[config.mk]
export PLATFORM = sky130hd
export DESIGN_NAME = accel_irq_route_offset_regs
export DESIGN_NICKNAME = d
export VERILOG_FILES = /design/src/irq_route_pkg.sv /design/src/accel_irq_route_offset_regs.sv /design/src/axis_offset_add.sv /design/src/irq_pin_router.sv
export SDC_FILE = /design/constraint.sdc
export NUM_CORES = 1
export LEC_CHECK = 0
export ABC_CLOCK_PERIOD_IN_PS = 3100
export BUFFER_PORTS_ARGS = -buffer_cell sky130_fd_sc_hd__buf_2
export CAP_MARGIN = 20
export CELL_PAD_IN_SITES_DETAIL_PLACEMENT = 2
export CELL_PAD_IN_SITES_GLOBAL_PLACEMENT = 2
export CORE_ASPECT_RATIO = 0.9
export CORE_MARGIN = 2
export CORE_UTILIZATION = 35
export CTS_CLUSTER_SIZE = 14
export DETAILED_ROUTE_END_ITERATION = 8
export PLACE_DENSITY_LB_ADDON = 0.08
export SETUP_SLACK_MARGIN = 0.1
export SLEW_MARGIN = 20
export SYNTH_ARGS = -nofsm -noshare
export SYNTH_HDL_FRONTEND = slang
export SYNTH_SLANG_ARGS = --single-unit
[constraint.sdc]
create_clock -name clk -period 3.1 [get_ports clk]
set_clock_uncertainty 0.05 [all_clocks]
set_input_delay 0.155 -clock clk [delete_from_list [all_inputs] [get_ports clk]]
set_output_delay 0.155 -clock clk [all_outputs]
set_load 0.01 [all_outputs]
[src/irq_route_pkg.sv]
// Constants for the interrupt routing and axis offset register bank.
// Assumes an 8-bit register port with 8-bit byte addresses.
// Notes on behaviour
// - Routing bit clear steers that source to the second interrupt pin.
// - Routing bit set steers that source to the first interrupt pin.
// - Sources routed to one pin are ORed onto it.
// - Routing bits: sleep/wake 7, orientation 4, freefall/motion 2, ready 0.
// - All routing bits reset to zero, so all sources go to second pin.
// - Offsets are two's complement, 1.96 mg per LSB.
// - Signed 8-bit offset gives about plus or minus 250 mg range.
// - X, Y, Z offsets at 0x2F, 0x30, 0x31, read and write.
// - Offset registers reset to zero.
// - A source reaches a pin only when its enable bit is set.
// - Polarity bit zero means active low pins.
package irq_route_pkg;
  localparam logic [7:0] ADDR_INT_SOURCE = 8'h0C;
  localparam logic [7:0] ADDR_PIN_CTRL = 8'h2C;
  localparam logic [7:0] ADDR_IRQ_ENABLE = 8'h2D;
  localparam logic [7:0] ADDR_ROUTING = 8'h2E;
  localparam logic [7:0] ADDR_OFF_X = 8'h2F;
  localparam logic [7:0] ADDR_OFF_Y = 8'h30;
  localparam logic [7:0] ADDR_OFF_Z = 8'h31;
  localparam logic [7:0] ADDR_IRQ_MASK = 8'h40;
  localparam logic [7:0] ADDR_SAMPLE_X = 8'h41;
  localparam int BIT_SLEEP_WAKE = 7;
  localparam int BIT_ORIENT = 4;
  localparam int BIT_FF_MOTION = 2;
  localparam int BIT_DATA_READY = 0;
  localparam int BIT_POLARITY = 1;
  localparam logic [7:0] SOURCE_MASK = 8'h95;
  localparam logic [7:0] PIN_CTRL_MASK = 8'h02;
  localparam logic [7:0] RESET_BYTE = 8'h00;
  // Offset LSB 1.96 mg vs output LSB 3.9 mg at 2 g, 10 bit: shift right one
  localparam int OFFSET_SHIFT = 1;
  localparam int SAMPLE_W = 10;
endpackage : irq_route_pkg

[src/accel_irq_route_offset_regs.sv]
// Routing, enable, polarity and axis offset registers with pin outputs.
// Assumes one-cycle strobes; read data valid the cycle after read strobe.
//
// Chosen here: the plain strobed port.
`timescale 1ns/1ns
module accel_irq_route_offset_regs
  import irq_route_pkg::*;
#(
  parameter int W = SAMPLE_W
) (
  input wire logic clk,
  input wire logic reset_n,
  input wire logic [7:0] addr,
  input wire logic [7:0] wdata,
  input wire logic wr_stb,
  input wire logic rd_stb,
  output logic [7:0] rdata,
  input wire logic sleep_wake_event,
  input wire logic orientation_event,
  input wire logic freefall_motion_event,
  input wire logic data_ready_event,
  input wire logic [W-1:0] sample_x,
  input wire logic [W-1:0] sample_y,
  input wire logic [W-1:0] sample_z,
  input wire logic sample_valid,
  output logic [W-1:0] out_x,
  output logic [W-1:0] out_y,
  output logic [W-1:0] out_z,
  output logic out_valid,
  output logic interrupt_pin_first,
  output logic interrupt_pin_second,
  output logic irq
);
  logic [7:0] interrupt_pin_routing_ff;
  logic [7:0] interrupt_enable_register_ff;
  logic [7:0] pin_ctrl_ff;
  logic [7:0] irq_mask_ff;
  logic [7:0] int_source_ff;
  logic [7:0] nxt_int_source;
  logic [7:0] offset_ff [3];
  logic [W-1:0] raw [3];
  logic [W-1:0] corr [3];
  logic [W-1:0] out_ff [3];
  logic [7:0] event_vec;
  logic [7:0] rd_mux;
  logic pin_first_c;
  logic pin_second_c;

  function automatic logic hit(input logic [7:0] a, input logic [7:0] r);
    hit = (a == r);
  endfunction : hit

  assign event_vec = {sleep_wake_event, 2'b00, orientation_event, 1'b0,
                      freefall_motion_event, 1'b0, data_ready_event};
  assign raw[0] = sample_x;
  assign raw[1] = sample_y;
  assign raw[2] = sample_z;

  // Routing register: reserved bits are stored and reach the router, which masks them off with SOURCE_MASK
  always_ff @(posedge clk) begin
    if (!reset_n) begin
      interrupt_pin_routing_ff <= RESET_BYTE;
    end else if (wr_stb && hit(addr, ADDR_ROUTING)) begin
      interrupt_pin_routing_ff <= wdata;
    end
  end

  always_ff @(posedge clk) begin
    if (!reset_n) begin
      interrupt_enable_register_ff <= RESET_BYTE;
    end else if (wr_stb && hit(addr, ADDR_IRQ_ENABLE)) begin
      interrupt_enable_register_ff <= wdata;
    end
  end

  always_ff @(posedge clk) begin
    if (!reset_n) begin
      pin_ctrl_ff <= RESET_BYTE;
    end else if (wr_stb && hit(addr, ADDR_PIN_CTRL)) begin
      pin_ctrl_ff <= wdata & PIN_CTRL_MASK;
    end
  end

  always_ff @(posedge clk) begin
    if (!reset_n) begin
      irq_mask_ff <= RESET_BYTE;
    end else if (wr_stb && hit(addr, ADDR_IRQ_MASK)) begin
      irq_mask_ff <= wdata & SOURCE_MASK;
    end
  end

  genvar g;
  generate
    for (g = 0; g < 3; g++) begin : g_axis
      always_ff @(posedge clk) begin
        if (!reset_n) begin
          offset_ff[g] <= RESET_BYTE;
        end else if (wr_stb && hit(addr, ADDR_OFF_X + 8'(g))) begin
          offset_ff[g] <= wdata;
        end
      end

      axis_offset_add #(.W(W)) u_add (
        .raw(raw[g]),
        .offset(offset_ff[g]),
        .corrected(corr[g])
      );

      always_ff @(posedge clk) begin
        if (!reset_n) begin
          out_ff[g] <= '0;
        end else if (sample_valid) begin
          out_ff[g] <= corr[g];
        end
      end
    end
  endgenerate

  always_ff @(posedge clk) begin
    if (!reset_n) begin
      out_valid <= 1'b0;
    end else begin
      out_valid <= sample_valid;
    end
  end

  assign out_x = out_ff[0];
  assign out_y = out_ff[1];
  assign out_z = out_ff[2];

  // Sticky source flags; a new event beats the read clear
  always_comb begin
    nxt_int_source = int_source_ff;
    if (rd_stb && hit(addr, ADDR_INT_SOURCE)) begin
      nxt_int_source = '0;
    end
    nxt_int_source = nxt_int_source | (event_vec & SOURCE_MASK);
  end

  always_ff @(posedge clk) begin
    if (!reset_n) begin
      int_source_ff <= RESET_BYTE;
    end else begin
      int_source_ff <= nxt_int_source;
    end
  end

  irq_pin_router u_router (
    .source_level(int_source_ff),
    .enable(interrupt_enable_register_ff),
    .routing(interrupt_pin_routing_ff),
    .polarity(pin_ctrl_ff[BIT_POLARITY]),
    .pin_first(pin_first_c),
    .pin_second(pin_second_c)
  );

  // Pins registered so outputs come straight from flops; one cycle late
  always_ff @(posedge clk) begin
    if (!reset_n) begin
      interrupt_pin_first <= 1'b1;
      interrupt_pin_second <= 1'b1;
      irq <= 1'b0;
    end else begin
      interrupt_pin_first <= pin_first_c;
      interrupt_pin_second <= pin_second_c;
      irq <= |(nxt_int_source & irq_mask_ff);
    end
  end

  always_comb begin
    case (addr)
      ADDR_INT_SOURCE: rd_mux = int_source_ff;
      ADDR_PIN_CTRL: rd_mux = pin_ctrl_ff;
      ADDR_IRQ_ENABLE: rd_mux = interrupt_enable_register_ff;
      ADDR_ROUTING: rd_mux = interrupt_pin_routing_ff;
      ADDR_OFF_X: rd_mux = offset_ff[0];
      ADDR_OFF_Y: rd_mux = offset_ff[1];
      ADDR_OFF_Z: rd_mux = offset_ff[2];
      ADDR_IRQ_MASK: rd_mux = irq_mask_ff;
      default: rd_mux = 8'h00;
    endcase
  end

  always_ff @(posedge clk) begin
    if (!reset_n) begin
      rdata <= 8'h00;
    end else if (rd_stb) begin
      rdata <= rd_mux;
    end else begin
      rdata <= 8'h00;
    end
  end
endmodule : accel_irq_route_offset_regs

[src/axis_offset_add.sv]
// Adds one axis offset to a raw sample, saturating at the sample range.
// Assumes samples are signed and stable alongside their valid strobe.
`timescale 1ns/1ns
module axis_offset_add
  import irq_route_pkg::*;
#(
  parameter int W = SAMPLE_W
) (
  input wire logic [W-1:0] raw,
  input wire logic [7:0] offset,
  output logic [W-1:0] corrected
);
  logic signed [W+1:0] sum;
  logic signed [W+1:0] ext_off;
  localparam logic signed [W+1:0] MAXV = (W + 2)'((2 ** (W - 1)) - 1);
  localparam logic signed [W+1:0] MINV = (W + 2)'(-(2 ** (W - 1)));

  always_comb begin
    ext_off = (W + 2)'($signed(offset)) >>> OFFSET_SHIFT;
    sum = (W + 2)'($signed(raw)) + ext_off;
    if (sum > MAXV) begin
      corrected = MAXV[W-1:0];
    end else if (sum < MINV) begin
      corrected = MINV[W-1:0];
    end else begin
      corrected = sum[W-1:0];
    end
  end
endmodule : axis_offset_add

[src/irq_pin_router.sv]
// Steers enabled sources onto the two interrupt pins.
// Assumes source levels are synchronous to the register clock.
`timescale 1ns/1ns
module irq_pin_router
  import irq_route_pkg::*;
(
  input wire logic [7:0] source_level,
  input wire logic [7:0] enable,
  input wire logic [7:0] routing,
  input wire logic polarity,
  output logic pin_first,
  output logic pin_second
);
  logic [7:0] live;
  logic any_first;
  logic any_second;

  always_comb begin
    live = source_level & enable & SOURCE_MASK;
    any_first = |(live & routing);
    any_second = |(live & ~routing);
    // Polarity low gives active-low pins
    pin_first = polarity ? any_first : ~any_first;
    pin_second = polarity ? any_second : ~any_second;
  end
endmodule : irq_pin_router

### Word-level counts from Yosys, hierarchy flattened

Memories as Yosys holds them, arrays and structs flattened.
Cells that the tools add are included.
Widths: inputs -> output; s select.

* bits in registers: 41
* bits in writable memories: 54
* input bits: 55
* memories kept: 2

Memories
* out_ff: words 3, bits a word 10, read ports 3, clocked after memory_dff 0, write ports 3, RTL line accel_irq_route_offset_regs.sv:43 `logic [W-1:0] out_ff [3];`
* offset_ff: words 3, bits a word 8, read ports 3, clocked after memory_dff 0, write ports 3, RTL line accel_irq_route_offset_regs.sv:40 `logic [7:0] offset_ff [3];`

* $add $sub $neg: 3
* order comparisons: 6
* equal/unequal tests: 8
* muxes and demuxes: 29
* bitwise operators: 14
* reductions and logical operators: 12

Operator list (count)
* $mux 10: 9
* $pmux 8 s8: 1
* $eq 8x6->1 const B: 6
* $gt 12x10->1 const B: 3
* $lt 12x10->1 const B: 3
* $add 10x7->11: 3
* $and 8x8->8: 4
* $mux 8: 4
* $reduce_or 8->1: 3
* $mux 1: 15
* $eq 8x4->1 const B: 1
* $eq 8x7->1 const B: 1
* $logic_and 1x1->1: 8
* $not 8->8: 1
* $or 8x8->8: 1
* $or 1x1->1: 6
* $not 1->1: 2
* $reduce_and 2->1: 1

### Longest topological paths before layout

Gate-level depths: netlist of the first run.

* depth after elaboration: 6
* gate-level depth with buffers: 10
* gate-level depth less buffers: 9

### By module

Synthesis of the first run repeated with hierarchy kept, for this count alone.

* cells, all modules: 614
* area total of the unflattened synthesis: 6067.1 µm²

Modules (own cells, without submodules)
* accel_irq_route_offset_regs: instances 1, cells each 311, area each 3902.5 µm², seq. area each 2362.3 µm²
* axis_offset_add: instances 3, cells each 97, area each 693.2 µm², seq. area each 0.0 µm²
* irq_pin_router: instances 1, cells each 12, area each 85.1 µm², seq. area each 0.0 µm²

### Worst setup path before layout of the first run

No wires, ideal clock.

* path kind: reg-to-reg
* from: memory offset_ff[2][2]
* to: memory out_ff[2][2] in the netlist's numbering, data pin
* setup time: 255 ps
* arrival: 2067 ps
* required time: 2795 ps
* slack: 728 ps
* cell stages (with the launch flop): 9
* period minus slack after synthesis: 2372 ps
* cells stage by stage: edfxtp_1 > ha_1 > a211oi_2 > o21ai_2 > a211oi_1 > mux2_1 > and3_1 > buf_2 > a31o_1

RTL lines (RTL line)
* start, declared: accel_irq_route_offset_regs.sv:40
* end, declared: accel_irq_route_offset_regs.sv:43

==> results of run 1 <==
==> cell families after synthesis <==
family,Yosys count,synth area share
xor+xnor,18,0.03041
buf+inv,40,0.03282
flops,91,0.4556
simple gates,157,0.1622
mux,19,0.04127
fa+ha+maj,33,0.08398
compound gates,145,0.1938
==> final cells by class <==
type                    instances  area, um2  area share
clock buffers                  15      300.3     0.04873
well taps                     198      247.7     0.04020
multi-input cells             372       2654      0.4307
clock inverters                 1      5.005   0.0008122
inverters                      22      82.58     0.01340
repair buffers                100      510.5     0.08284
flip-flops and latches         91       2362      0.3834
==> synth_stat cells (2+ instances only) <==
master / number / area share
sky130_fd_sc_hd__xor2_1: 10 / 0.017
sky130_fd_sc_hd__o21ai_0: 9 / 0.0087
sky130_fd_sc_hd__o211ai_1: 7 / 0.010
sky130_fd_sc_hd__o21ai_2: 3 / 0.0051
sky130_fd_sc_hd__a21oi_1: 33 / 0.032
sky130_fd_sc_hd__nor2b_1: 16 / 0.019
sky130_fd_sc_hd__a21boi_0: 12 / 0.017
sky130_fd_sc_hd__nand2b_1: 10 / 0.012
sky130_fd_sc_hd__and4_1: 2 / 0.0034
sky130_fd_sc_hd__a31oi_1: 2 / 0.0024
sky130_fd_sc_hd__a211oi_1: 6 / 0.0087
sky130_fd_sc_hd__or4_1: 2 / 0.0029
sky130_fd_sc_hd__mux2i_1: 9 / 0.017
sky130_fd_sc_hd__o311a_1: 2 / 0.0039
sky130_fd_sc_hd__ha_1: 30 / 0.072
sky130_fd_sc_hd__dfxtp_1: 37 / 0.14
sky130_fd_sc_hd__buf_2: 6 / 0.0058
sky130_fd_sc_hd__o22ai_1: 10 / 0.012
sky130_fd_sc_hd__nand4_1: 2 / 0.0024
sky130_fd_sc_hd__inv_1: 21 / 0.015
sky130_fd_sc_hd__fa_1: 3 / 0.012
sky130_fd_sc_hd__a22oi_1: 17 / 0.025
sky130_fd_sc_hd__a211oi_2: 2 / 0.0048
sky130_fd_sc_hd__nor2_1: 20 / 0.014
sky130_fd_sc_hd__o21a_1: 6 / 0.0087
sky130_fd_sc_hd__o32ai_1: 2 / 0.0034
sky130_fd_sc_hd__a31o_1: 2 / 0.0034
sky130_fd_sc_hd__nand3_1: 21 / 0.020
sky130_fd_sc_hd__edfxtp_1: 54 / 0.31
sky130_fd_sc_hd__nor3_1: 5 / 0.0048
sky130_fd_sc_hd__nand3b_1: 2 / 0.0029
sky130_fd_sc_hd__and2_1: 28 / 0.034
sky130_fd_sc_hd__mux2_2: 8 / 0.017
sky130_fd_sc_hd__and3_1: 7 / 0.0084
sky130_fd_sc_hd__nand2_1: 36 / 0.026
sky130_fd_sc_hd__a221oi_1: 2 / 0.0034
sky130_fd_sc_hd__xnor2_1: 8 / 0.014
sky130_fd_sc_hd__a21o_1: 25 / 0.036
sky130_fd_sc_hd__clkbuf_1: 9 / 0.0065
==> path summary, 6_finish.rpt <==
check        slack (ns)  cells after the start                              end                       startpoint
min                0.02                      3                 int_source_ff[7]                 sleep_wake_event
max                0.39                      7                     out_ff[1][2]                  offset_ff[1][7]
min reg2reg        0.43                      2  interrupt_enable_register_ff[6]  interrupt_enable_register_ff[6]
max reg2reg        0.39                      7                     out_ff[1][2]                  offset_ff[1][7]
==> critical path, cell delays in order, from the launching register on <==
cell	delay [ns]
sky130_fd_sc_hd__edfxtp_1	0.51
sky130_fd_sc_hd__ha_1	0.41
sky130_fd_sc_hd__a211oi_1	0.28
sky130_fd_sc_hd__nor2_1	0.12
sky130_fd_sc_hd__a211oi_1	0.24
sky130_fd_sc_hd__mux2_2	0.38
sky130_fd_sc_hd__and3_1	0.24
sky130_fd_sc_hd__a31o_1	0.23
==> per-layer routing <==
metal	up-vias	wire length, um	track usage
met4	0	184	0.04435
met3	14	803	0.05577
met2	90	8000	0.3610
met5	-	0	0
met1	2122	7068	0.2602
li1	2045	-	-
==> state kept, by name (all words and copies together), names as in the netlist <==
| register | cells |
|---|---|
| int_source_ff | 4 |
| interrupt_enable_register_ff | 8 |
| interrupt_pin_first | 1 |
| interrupt_pin_routing_ff | 8 |
| interrupt_pin_second | 1 |
| irq | 1 |
| irq_mask_ff | 4 |
| offset_ff | 24 |
| out_ff | 30 |
| out_valid | 1 |
| pin_ctrl_ff | 1 |
| rdata | 8 |
==> cells in the final DEF, fill, tap and decap left out, types with 20 or more instances in the layout <==
cell type,netlist,layout
sky130_fd_sc_hd__a21o_1,25,25
sky130_fd_sc_hd__a21oi_1,33,33
sky130_fd_sc_hd__and2_1,28,28
sky130_fd_sc_hd__buf_2,6,96
sky130_fd_sc_hd__dfxtp_1,37,37
sky130_fd_sc_hd__edfxtp_1,54,54
sky130_fd_sc_hd__ha_1,30,30
sky130_fd_sc_hd__inv_1,21,21
sky130_fd_sc_hd__nand2_1,36,36
sky130_fd_sc_hd__nand3_1,21,21
sky130_fd_sc_hd__nor2_1,20,20
==> power groups by stage <==
stage / registers, uW / logic (uW) / clock network (uW)
CTS: 1400 / 549 / 1170
global route: 1400 / 599 / 1210
finish: 1390 / 543 / 1140
floorplan: 1440 / 318 / 0
global placement: 1420 / 518 / 0
detailed placement: 1420 / 541 / 0
==> per-stage QoR <==
step	std cells	hold WS [ns]	setup slack [ns]	total power, uW	util
3_5_place_dp	783	0.3816	0.4031	1964	0.4008
4_1_cts	799	0.01795	0.3559	3112	0.4217
3_3_place_gp	783	0.3492	0.4953	1937	0.4008
5_1_grt	799	0.03165	0.2207	3210	0.4218
6_report	799	0.02324	0.3917	3078	0.4218
2_1_floorplan	503	0.2547	0.7281	1756	-
==> repair_timing <==
item,4_1_cts,5_1_grt
hold endpoints to repair,0,0
endpoints found under the setup margin,0,1
gates resized for setup,0,1
==> results.txt, run 1 <==
The run finished with clean final reports. The share of total power dissipated in the clock network is 0.371. The kind of start point of the critical path is a register. The slew at the pin closest to its max-slew limit is 0.6030 ns. STA classifies the critical path endpoint as a register. The total nets after synthesis is 591. In the final routed layout, each cell accounts on average for 20.10 um. CTS built an H-tree with a depth of 3.

The number of buffers added by the clock tree synthesis step is 9. The number of flops mapped to enable cells by yosys came out at 54. The cell area after synthesis came out at 5185 um2. The fraction of the yosys area taken by sequential cells came out at 0.4556. The final layout net count is 684. The weighted congestion reported at the end of routability-driven placement is 0.7954. The synthesized instance count is 503. The part of the power in combinational logic is 0.176. CTS placed an instance of sky130_fd_sc_hd__clkbuf_16 at the clock tree root. The number of distinct library cells after synthesis came out at 56. The share of layout cells above drive strength 1 is 0.2196.

The final setup TNS came out at 0 ns. The die is 132.3 um wide. The post-route standard cell area excluding fillers is 6162 um2. The iteration count of the initial detailed-routing pass came out at 4.

The power per standard cell area came out at 499.5 nW/um2. Entering global routing, the biggest net connects 38 pins. The post-layout minimum cycle time came out at 2.708 ns.

The period utilization is 0.8736. The count of synthesis-stage warnings from yosys came out at 0. The relative area change from synthesis to final layout is 18.85%. The cell-internal power is 2247 uW.

The global-route wire length before repair is 25.21 mm. The DRC violations left is 0. The total count of max-transition violations in the final report is 0. The switching fraction of total power came out at 0.2701. The worst pin sits at a relative slew slack of 0.5980. The diode insertion count for antenna repair came out at 0.

No sink is reached through more buffers than the 2 on the longest clock path. The clock transition time at the flip-flop clock pins of the worst setup and hold paths came out at 0.06 ns. The number of buffers inserted by post-CTS setup repair is 0.

The post-synthesis register bit count is 91. Across every metal layer, demand over resource in global routing totals 0.2079. The highest achievable clock rate came out at 369.2 MHz. The power dissipated by switching net loads is 831.5 uW. The via count of the first global-routing pass came out at 4565. The count of buffers added on input and output ports is 96. The share of async-settable or async-resettable flops after synthesis is 0. The leakage power total came out at 0.002671 uW.

The most used flip-flop cell after synthesis is sky130_fd_sc_hd__edfxtp_1. The number of endpoints failing setup at the final stage came out at 0. The remaining global-route overflow came out at 0. The min-delay analysis places its worst path in the category in -> reg. The required time reported for the critical path endpoint came out at 3.16 ns.

The post-detailed-placement half-perimeter wirelength came out at 12.32 mm. The number of fill cells is 1628. The cell area after placement came out at 5856 um2. The post-detailed-route via-to-cell ratio is 5.345. The number of placed I/O pins is 97. The cell row count came out at 42. The arrival time at the worst endpoint is 2.77 ns. The sequential cell fraction of total power came out at 0.453. The startpoint-to-endpoint class of the critical path is reg -> reg. The insertion delay of the later-clocked pin in the worst-skew pair came out at 0.35 ns. For this block, the initial DRC count from the detailed router was 192. The total area inside the core boundary comes to 14610 um2.

The mean instance size in the synthesized netlist is 10.31 um2. TritonCTS built the clock tree. The largest fanout on the critical path came out at 9. The final layout contains routed wiring with a total length of 16.06 mm. The count of max-cap constraint violations is 0. The starting density of the core is 0.3549. Setup repair after global routing left no endpoint under its margin. The floorplan step defined a die boundary enclosing 15800 um2. The number of nets with antenna violations after detailed routing came out at 0. The vias after detailed routing is 4271. The number of hold violations in the final report is 0. The initial antenna violation count is 0. The y dimension of the die is 119.5 um.

The peak supply drop came out at 0.0003112 V. The count of clock tree sinks came out at 91. The number of hold buffers added after CTS is 0.
No activity file was read; power rests on OpenSTA's default activity.
==> inputs of run 2 (changes only) <==
--- a/config.mk
+++ b/config.mk
@@ -11,7 +11,7 @@
 export CELL_PAD_IN_SITES_DETAIL_PLACEMENT = 2
 export CELL_PAD_IN_SITES_GLOBAL_PLACEMENT = 2
 export CORE_ASPECT_RATIO = 0.9
-export CORE_MARGIN = 2
+export CORE_MARGIN = 5
 export CORE_UTILIZATION = 35
 export CTS_CLUSTER_SIZE = 14
 export DETAILED_ROUTE_END_ITERATION = 8
==> results.txt, run 2 (synthesized netlist as in run 1, its figures left out) <==
The final setup TNS came out at 0 ns (unchanged). The number of fill cells is 1618 (-0.61%). The largest fanout on the critical path came out at 9 (unchanged). The peak supply drop came to 0.0002697 V (-13%). The sequential cell fraction of total power is 0.466 (+0.013). The weighted congestion reported at the end of routability-driven placement came out at 0.7975 (+0.26%).

The switching fraction of total power came out at 0.2870 (+0.01691). The DRC violations left is 0 (unchanged). The most common cell after layout, fill and taps aside is sky130_fd_sc_hd__buf_2.

The cell-internal power came out at 2132 uW (-5.1%). The worst setup path is captured at a register. The number of input and output port buffers inserted is 96 (unchanged). The number of buffers inserted by post-CTS setup repair is 0 (unchanged). The horizontal die dimension is 138.3 um (+4.5%).

The required time reported for the critical path endpoint came out at 3.12 ns (-0.04 ns). The critical path in this run is classified as reg -> reg. Setup repair after global routing left no endpoint under its margin. The slack of the worst reg-to-reg path came out at 0.33 ns (-0.06 ns). The number of buffers added by the clock tree synthesis step came out at 9 (unchanged).

The post-detailed-placement half-perimeter wirelength is 12.37 mm (+0.41%). In this run the most critical hold path is launched from sleep_wake_event. The number of levels in the clock H-tree is 3 (unchanged). The worst setup path is launched from a register. Leaving out fill and tap cells, the most frequent cells in the layout are sky130_fd_sc_hd__buf_2 (96), sky130_fd_sc_hd__edfxtp_1 (54), sky130_fd_sc_hd__dfxtp_1 (37), sky130_fd_sc_hd__nand2_1 (36), sky130_fd_sc_hd__a21oi_1 (33). The first element of the critical path is offset_ff[0][7]. The highest achievable clock rate came out at 360.6 MHz (-2.3%). The sum of internal, switching and leakage power came to 2990 uW (-2.9%).

Ranked by flip-flop count, first place goes to out_ff. The slew at the pin closest to its max-slew limit was 0.7173 ns (+0.1143 ns). The share of layout cells above drive strength 1 is 0.2246 (+0.004992). The count of clock tree sinks is 91 (unchanged). For hold timing, the worst endpoint is int_source_ff[7]. The number of flip-flops in the largest register came out at 30 (unchanged).

The final wirelength is 15.90 mm (-0.96%). The arrival time at the worst endpoint was 2.79 ns (+0.02 ns). The number of hold violations in the final report came out at 0 (unchanged). The relative area change from synthesis to final layout came out at 18.32%.

The initial antenna violation count came out at 0 (unchanged). The power per standard cell area is 487.4 nW/um2 (-2.4%). The clock transition time at the flip-flop clock pins of the worst setup and hold paths came to 0.07 ns (about the same).

The iteration count of the initial detailed-routing pass came out at 4 (unchanged). The remaining global-route overflow is 0 (unchanged). The post-detailed-route via-to-cell ratio is 5.303 (-0.80%). The global-route wire length before repair came to 25.43 mm (+0.90%). The class of the most critical hold timing path is in -> reg. The global-route total usage across every layer came out at 0.1846 (-0.02335).

The via count of the first global-routing pass came out at 4657 (+2.0%). The per-cell routed wire length came out at 19.90 um (-0.96%). The number of placed I/O pins is 97 (unchanged).

The area of the core is 14610 um2 (unchanged). The number of cells traversed by the worst register-to-register path came out at 6 (-1). The number of hold buffers added after CTS is 0 (unchanged). The total count of max-transition violations in the final report came out at 0 (unchanged). The total die area came out at 17350 um2 (+9.8%).

The starting density of the core was 0.3549 (unchanged). The insertion delay of the later-clocked pin in the worst-skew pair came out at 0.35 ns (about the same). The tree is rooted in a sky130_fd_sc_hd__clkbuf_16. The clock group share of total power came out at 0.354 (-0.017). The buffer depth of the longest clock path came out at 2 (unchanged). The diode insertion count for antenna repair came out at 0 (unchanged). The final layout net count came out at 684 (unchanged). The count of max-cap constraint violations is 0 (unchanged). The pin count of the biggest net entering global routing is 38 (unchanged). The vias after detailed routing came out at 4237 (-0.80%). TritonCTS built the clock tree. The cell row count was 42 (unchanged). The power dissipated by switching net loads is 858.2 uW (+3.2%).

The flow ran to the end, and the final reports show no timing, DRC or antenna violations. The period utilization is 0.8946 (+0.02094). The max-slew headroom at the worst pin came out at 0.5200 (-0.07794). The post-CTS resize count is 0 (unchanged). The reg-to-reg startpoint is offset_ff[0][7].

The critical register-to-register path endpoint is out_ff[0][7]. The number of nets with antenna violations after detailed routing is 0 (unchanged). The y dimension of the die is 125.5 um (+5.0%). The part of the power in combinational logic is 0.181 (+0.005). The post-layout minimum cycle time came out at 2.773 ns (+0.06490 ns). The leakage power total came to 0.002657 uW (-0.52%).

The number of cells traversed by the worst hold path is 3 (unchanged). The largest registers in the layout are out_ff: 30 flops, offset_ff: 24 flops. The DRC marker count from the first detailed-route iteration came out at 185 (-3.6%). The number of endpoints failing setup at the final stage came out at 0 (unchanged).
run 2: changes by cell type in the layout (fill, tap and decap cells not counted):
cell / previous run / this run
sky130_fd_sc_hd__clkbuf_1: 3 / 0
sky130_fd_sc_hd__clkbuf_16: 11 / 9
sky130_fd_sc_hd__clkbuf_8: 1 / 0
sky130_fd_sc_hd__clkinv_2: 1 / 2
sky130_fd_sc_hd__clkinv_4: 0 / 2
sky130_fd_sc_hd__clkinvlp_4: 0 / 1
sky130_fd_sc_hd__inv_6: 0 / 2
run 2: worst max-delay path by stage:
stage	end	slack [ns]
finish	out_ff[0][7]	0.33
global route	out_ff[0][7]	0.22
CTS	out_ff[0][7]	0.25
detailed placement	out_ff[0][7]	0.28
global placement	out_ff[0][7]	0.48
floorplan	out_ff[2][2]	0.73
run 2: layer usage:
| layer | vias to the layer above | part of all wire | GRT usage |
|---|---|---|---|
| met5 | - | 0 | 0 |
| li1 | 2048 | - | - |
| met2 | 67 | 0.50 | 0.3209 |
| met1 | 2114 | 0.46 | 0.2352 |
| met3 | 8 | 0.039 | 0.04964 |
| met4 | 0 | 0.0065 | 0.02963 |
run 2: critical path, stage by stage (launching register included):
cell,delay (ns)
sky130_fd_sc_hd__edfxtp_1,0.47
sky130_fd_sc_hd__ha_1,0.40
sky130_fd_sc_hd__a21o_1,0.21
sky130_fd_sc_hd__a2111oi_1,0.58
sky130_fd_sc_hd__nand2_1,0.19
sky130_fd_sc_hd__a21oi_2,0.41
sky130_fd_sc_hd__o32ai_1,0.18
run 2: power by group through the flow:
stage,Combinational [uW],Clock (uW),Sequential (uW)
after floorplan,318,0,1440
after global placement,520,0,1420
after detailed placement,541,0,1420
after CTS,546,1090,1400
after global routing,596,1130,1400
final,540,1060,1390
run 2: stage by stage:
step / worst slack, ns / std cells / cell area (um2) / hold WS (ns) / util
final: 0.3268 / 799 / 6135 / 0.004281 / 0.4199
after global routing: 0.2178 / 799 / 6135 / 0.01741 / 0.4199
after CTS: 0.2501 / 799 / 6133 / 0.002735 / 0.4198
after detailed placement: 0.2753 / 783 / 5856 / 0.3771 / 0.4008
after global placement: 0.4785 / 783 / 5856 / 0.3515 / 0.4008
after floorplan: 0.7281 / 503 / 5185 / 0.2547 / -
run 2: cell type report:
type / count / area (um2) / share of cell area
clock buffers: 9 / 225.2 / 0.03671
clock inverters: 7 / 52.55 / 0.008566
inverters: 22 / 82.58 / 0.01346
multi-input cells: 372 / 2654 / 0.4326
flip-flops and latches: 91 / 2362 / 0.3851
well taps: 198 / 247.7 / 0.04038
repair buffers: 100 / 510.5 / 0.08321
==> inputs of run 3 (changes only) <==
--- a/config.mk
+++ b/config.mk
@@ -16,7 +16,9 @@
 export CTS_CLUSTER_SIZE = 14
 export DETAILED_ROUTE_END_ITERATION = 8
 export PLACE_DENSITY_LB_ADDON = 0.08
+export RECOVER_POWER = 100
 export SETUP_SLACK_MARGIN = 0.1
+export SKIP_CTS_REPAIR_TIMING = 1
 export SLEW_MARGIN = 20
 export SYNTH_ARGS = -nofsm -noshare
 export SYNTH_HDL_FRONTEND = slang
==> results.txt, run 3 (synthesized netlist as in run 1, its figures left out) <==
Leaving out fill and tap cells, the most frequent cell in the layout is sky130_fd_sc_hd__edfxtp_1. The iteration count of the initial detailed-routing pass came to 4 (unchanged). The weighted congestion reported at the end of routability-driven placement is 0.7975 (unchanged). The highest achievable clock rate came to 361.0 MHz (about the same).

The number of buffers added by the clock tree synthesis step was 9 (unchanged). The total die area is 17350 um2 (unchanged). The required time reported for the critical path endpoint is 3.12 ns (about the same). STA classifies the critical path startpoint as a register. The number of fill cells is 1626 (+0.49%).

The global-route wire length before repair is 25.43 mm (unchanged). The cell at the slowest stage of the critical path is sky130_fd_sc_hd__a2111oi_1. The leakage power total was 0.002473 uW (-6.9%). The logic depth of the worst setup path including buffers is 6 (unchanged). The count of clock tree sinks came out at 91 (unchanged). The library cells used most frequently in the layout, excluding fill and tap cells, are sky130_fd_sc_hd__edfxtp_1 (54), sky130_fd_sc_hd__buf_2 (51), sky130_fd_sc_hd__clkbuf_1 (47), sky130_fd_sc_hd__dfxtp_1 (37), sky130_fd_sc_hd__nand2_1 (36). The vias after detailed routing is 4243 (+0.14%). The number of buffer and inverter instances along the worst setup path came out at 0 (unchanged).

The post-layout instance count excluding filler cells is 799 (unchanged). The per-cell routed wire length is 19.99 um (+0.43%). Relative to the synthesized area, the layout overhead comes to 16.87%. The number of endpoints failing setup at the final stage is 0 (unchanged).

The final setup TNS was 0 ns (unchanged). The number of hold violations in the final report came to 0 (unchanged). The DRC violations left is 0 (unchanged). The horizontal die dimension is 138.3 um (unchanged). The tree is rooted in a sky130_fd_sc_hd__clkbuf_16. The number of input and output port buffers inserted came out at 96 (unchanged). The power per standard cell area came out at 492.1 nW/um2 (+0.96%).

The insertion delay of the later-clocked pin in the worst-skew pair came out at 0.36 ns (about the same). The final worst slack is 0.3296 ns (+0.002751 ns). The arrival time at the worst endpoint is 2.79 ns (about the same). The post-route standard cell area excluding fillers came out at 6060 um2 (-1.2%). The pin count of the biggest net entering global routing came out at 38 (unchanged). The cell class contributing the biggest share of worst-path delay is compound AO/OA/AOI/OAI gates. The via count of the first global-routing pass is 4657 (unchanged). The startpoint identified for the worst hold timing path is sleep_wake_event. The post-detailed-route via-to-cell ratio came out at 5.310 (+0.14%). The period utilization came out at 0.8937 (about the same). The number of nets with antenna violations after detailed routing is 0 (unchanged). The cell count after placement came to 783 (unchanged). The flow ran to the end, but the final reports show violations. The diode insertion count for antenna repair is 0 (unchanged). The number of cells traversed by the worst register-to-register path is 6 (unchanged). Setup repair after global routing left no endpoint under its margin. The number of cells traversed by the worst hold path came out at 3 (unchanged). The count of max-cap constraint violations came out at 2 (+2). The critical path goes through ha_1 -> a21o_1 -> a2111oi_1 -> nand2_1 -> a21oi_2 -> o32ai_1. In the final layout, the registers with the most flip-flops are out_ff: 30 flops, offset_ff: 24 flops. The clock transition time at the flip-flop clock pins of the worst setup and hold paths came out at 0.07 ns (about the same).

The max-slew headroom at the worst pin came out at -0.1209 (-0.6409). The final layout net count is 684 (unchanged). The buffer depth of the longest clock path is 2 (unchanged). By startpoint and endpoint, the worst setup path is classified as reg -> reg. Counting flops per register, the top entry is out_ff. The CTS tree is done. The slew at the pin closest to its max-slew limit came out at 1.681 ns (+0.9641 ns). The total count of max-transition violations in the final report is 31 (+31). The number of flip-flops in the largest register came out at 30 (unchanged).

The number of levels in the clock H-tree came out at 3 (unchanged). The cell row count is 42 (unchanged). The minimum setup slack after placement came out at 0.2753 ns (unchanged). The worst setup path is captured at a register. The peak supply drop was 0.0002704 V (+0.24%). The final wirelength came to 15.97 mm (+0.43%). The post-layout minimum cycle time is 2.770 ns (-0.002751 ns). The checks that failed: max-capacitance violations, max-slew violations. The DRC marker count from the first detailed-route iteration came to 200 (+8.1%). The reg-to-reg startpoint is offset_ff[0][7]. The number of placed I/O pins came out at 97 (unchanged). The slack of the worst reg-to-reg path is 0.33 ns (about the same). The post-detailed-placement half-perimeter wirelength came out at 12.37 mm (unchanged). The y dimension of the die is 125.5 um (unchanged). The remaining global-route overflow came out at 0 (unchanged). The multi-input gate area in the final layout came out at 2643 um2 (-0.42%).

The cell area after placement is 5856 um2 (unchanged). The largest fanout on the critical path came out at 9 (unchanged). The worst stage delay on the critical path came out at 0.58 ns (about the same).

The post-route worst hold slack was 0.004623 ns (+0.0003414 ns). The share of layout cells above drive strength 1 came to 0.1431 (-0.08153). In this run the worst setup path begins at offset_ff[0][7]. The path class of the tightest hold or removal check is in -> reg. The initial antenna violation count is 0 (unchanged). The area of the core came out at 14610 um2 (unchanged). The area used by sequential logic in the layout is 2362 um2 (unchanged). The global-route total usage across every layer came out at 0.1846 (unchanged).

The starting density of the core was 0.3549 (unchanged).
==> run 3: cell types whose count changed in the layout (fill, tap and decap cells not counted), sizes merged <==
cell and delta:
buf -47, clkbuf +47
==> run 3: worst register-to-register path: stages, from the launching register on <==
cell and delay [ns]:
sky130_fd_sc_hd__edfxtp_1 0.47, sky130_fd_sc_hd__ha_1 0.40, sky130_fd_sc_hd__a21o_1 0.21, sky130_fd_sc_hd__a2111oi_1 0.58
sky130_fd_sc_hd__nand2_1 0.18, sky130_fd_sc_hd__a21oi_2 0.41, sky130_fd_sc_hd__o32ai_1 0.19
==> run 3: power by group <==
group	switching [uW]	internal, uW
Sequential	34.9	1360
Clock	512	550
Combinational	316	209
==> run 3: worst paths after layout <==
kind                                      to
max                             out_ff[0][7]
min                         int_source_ff[7]
max reg2reg                     out_ff[0][7]
min reg2reg  interrupt_enable_register_ff[1]
==> run 3: per-stage QoR <==
step,power [uW],util
2_1_floorplan,1756,-
3_3_place_gp,1938,0.4008
3_5_place_dp,1964,0.4008
4_1_cts,3031,0.4198
5_1_grt,3117,0.4148
6_report,2982,0.4148
==> run 3: cell type report <==
type	count	area share
well taps	198	0.04088
repair buffers	100	0.07371
flip-flops and latches	91	0.3898
clock buffers	9	0.03717
inverters	22	0.01363
multi-input cells	372	0.4361
clock inverters	7	0.008672
==> run 3: routing by layer <==
metal	wire length, um	vias up	track usage
met2	7931	71	0.3209
met5	0	-	0
met1	7315	2118	0.2352
met4	104	0	0.02963
met3	620	8	0.04964
li1	-	2046	-
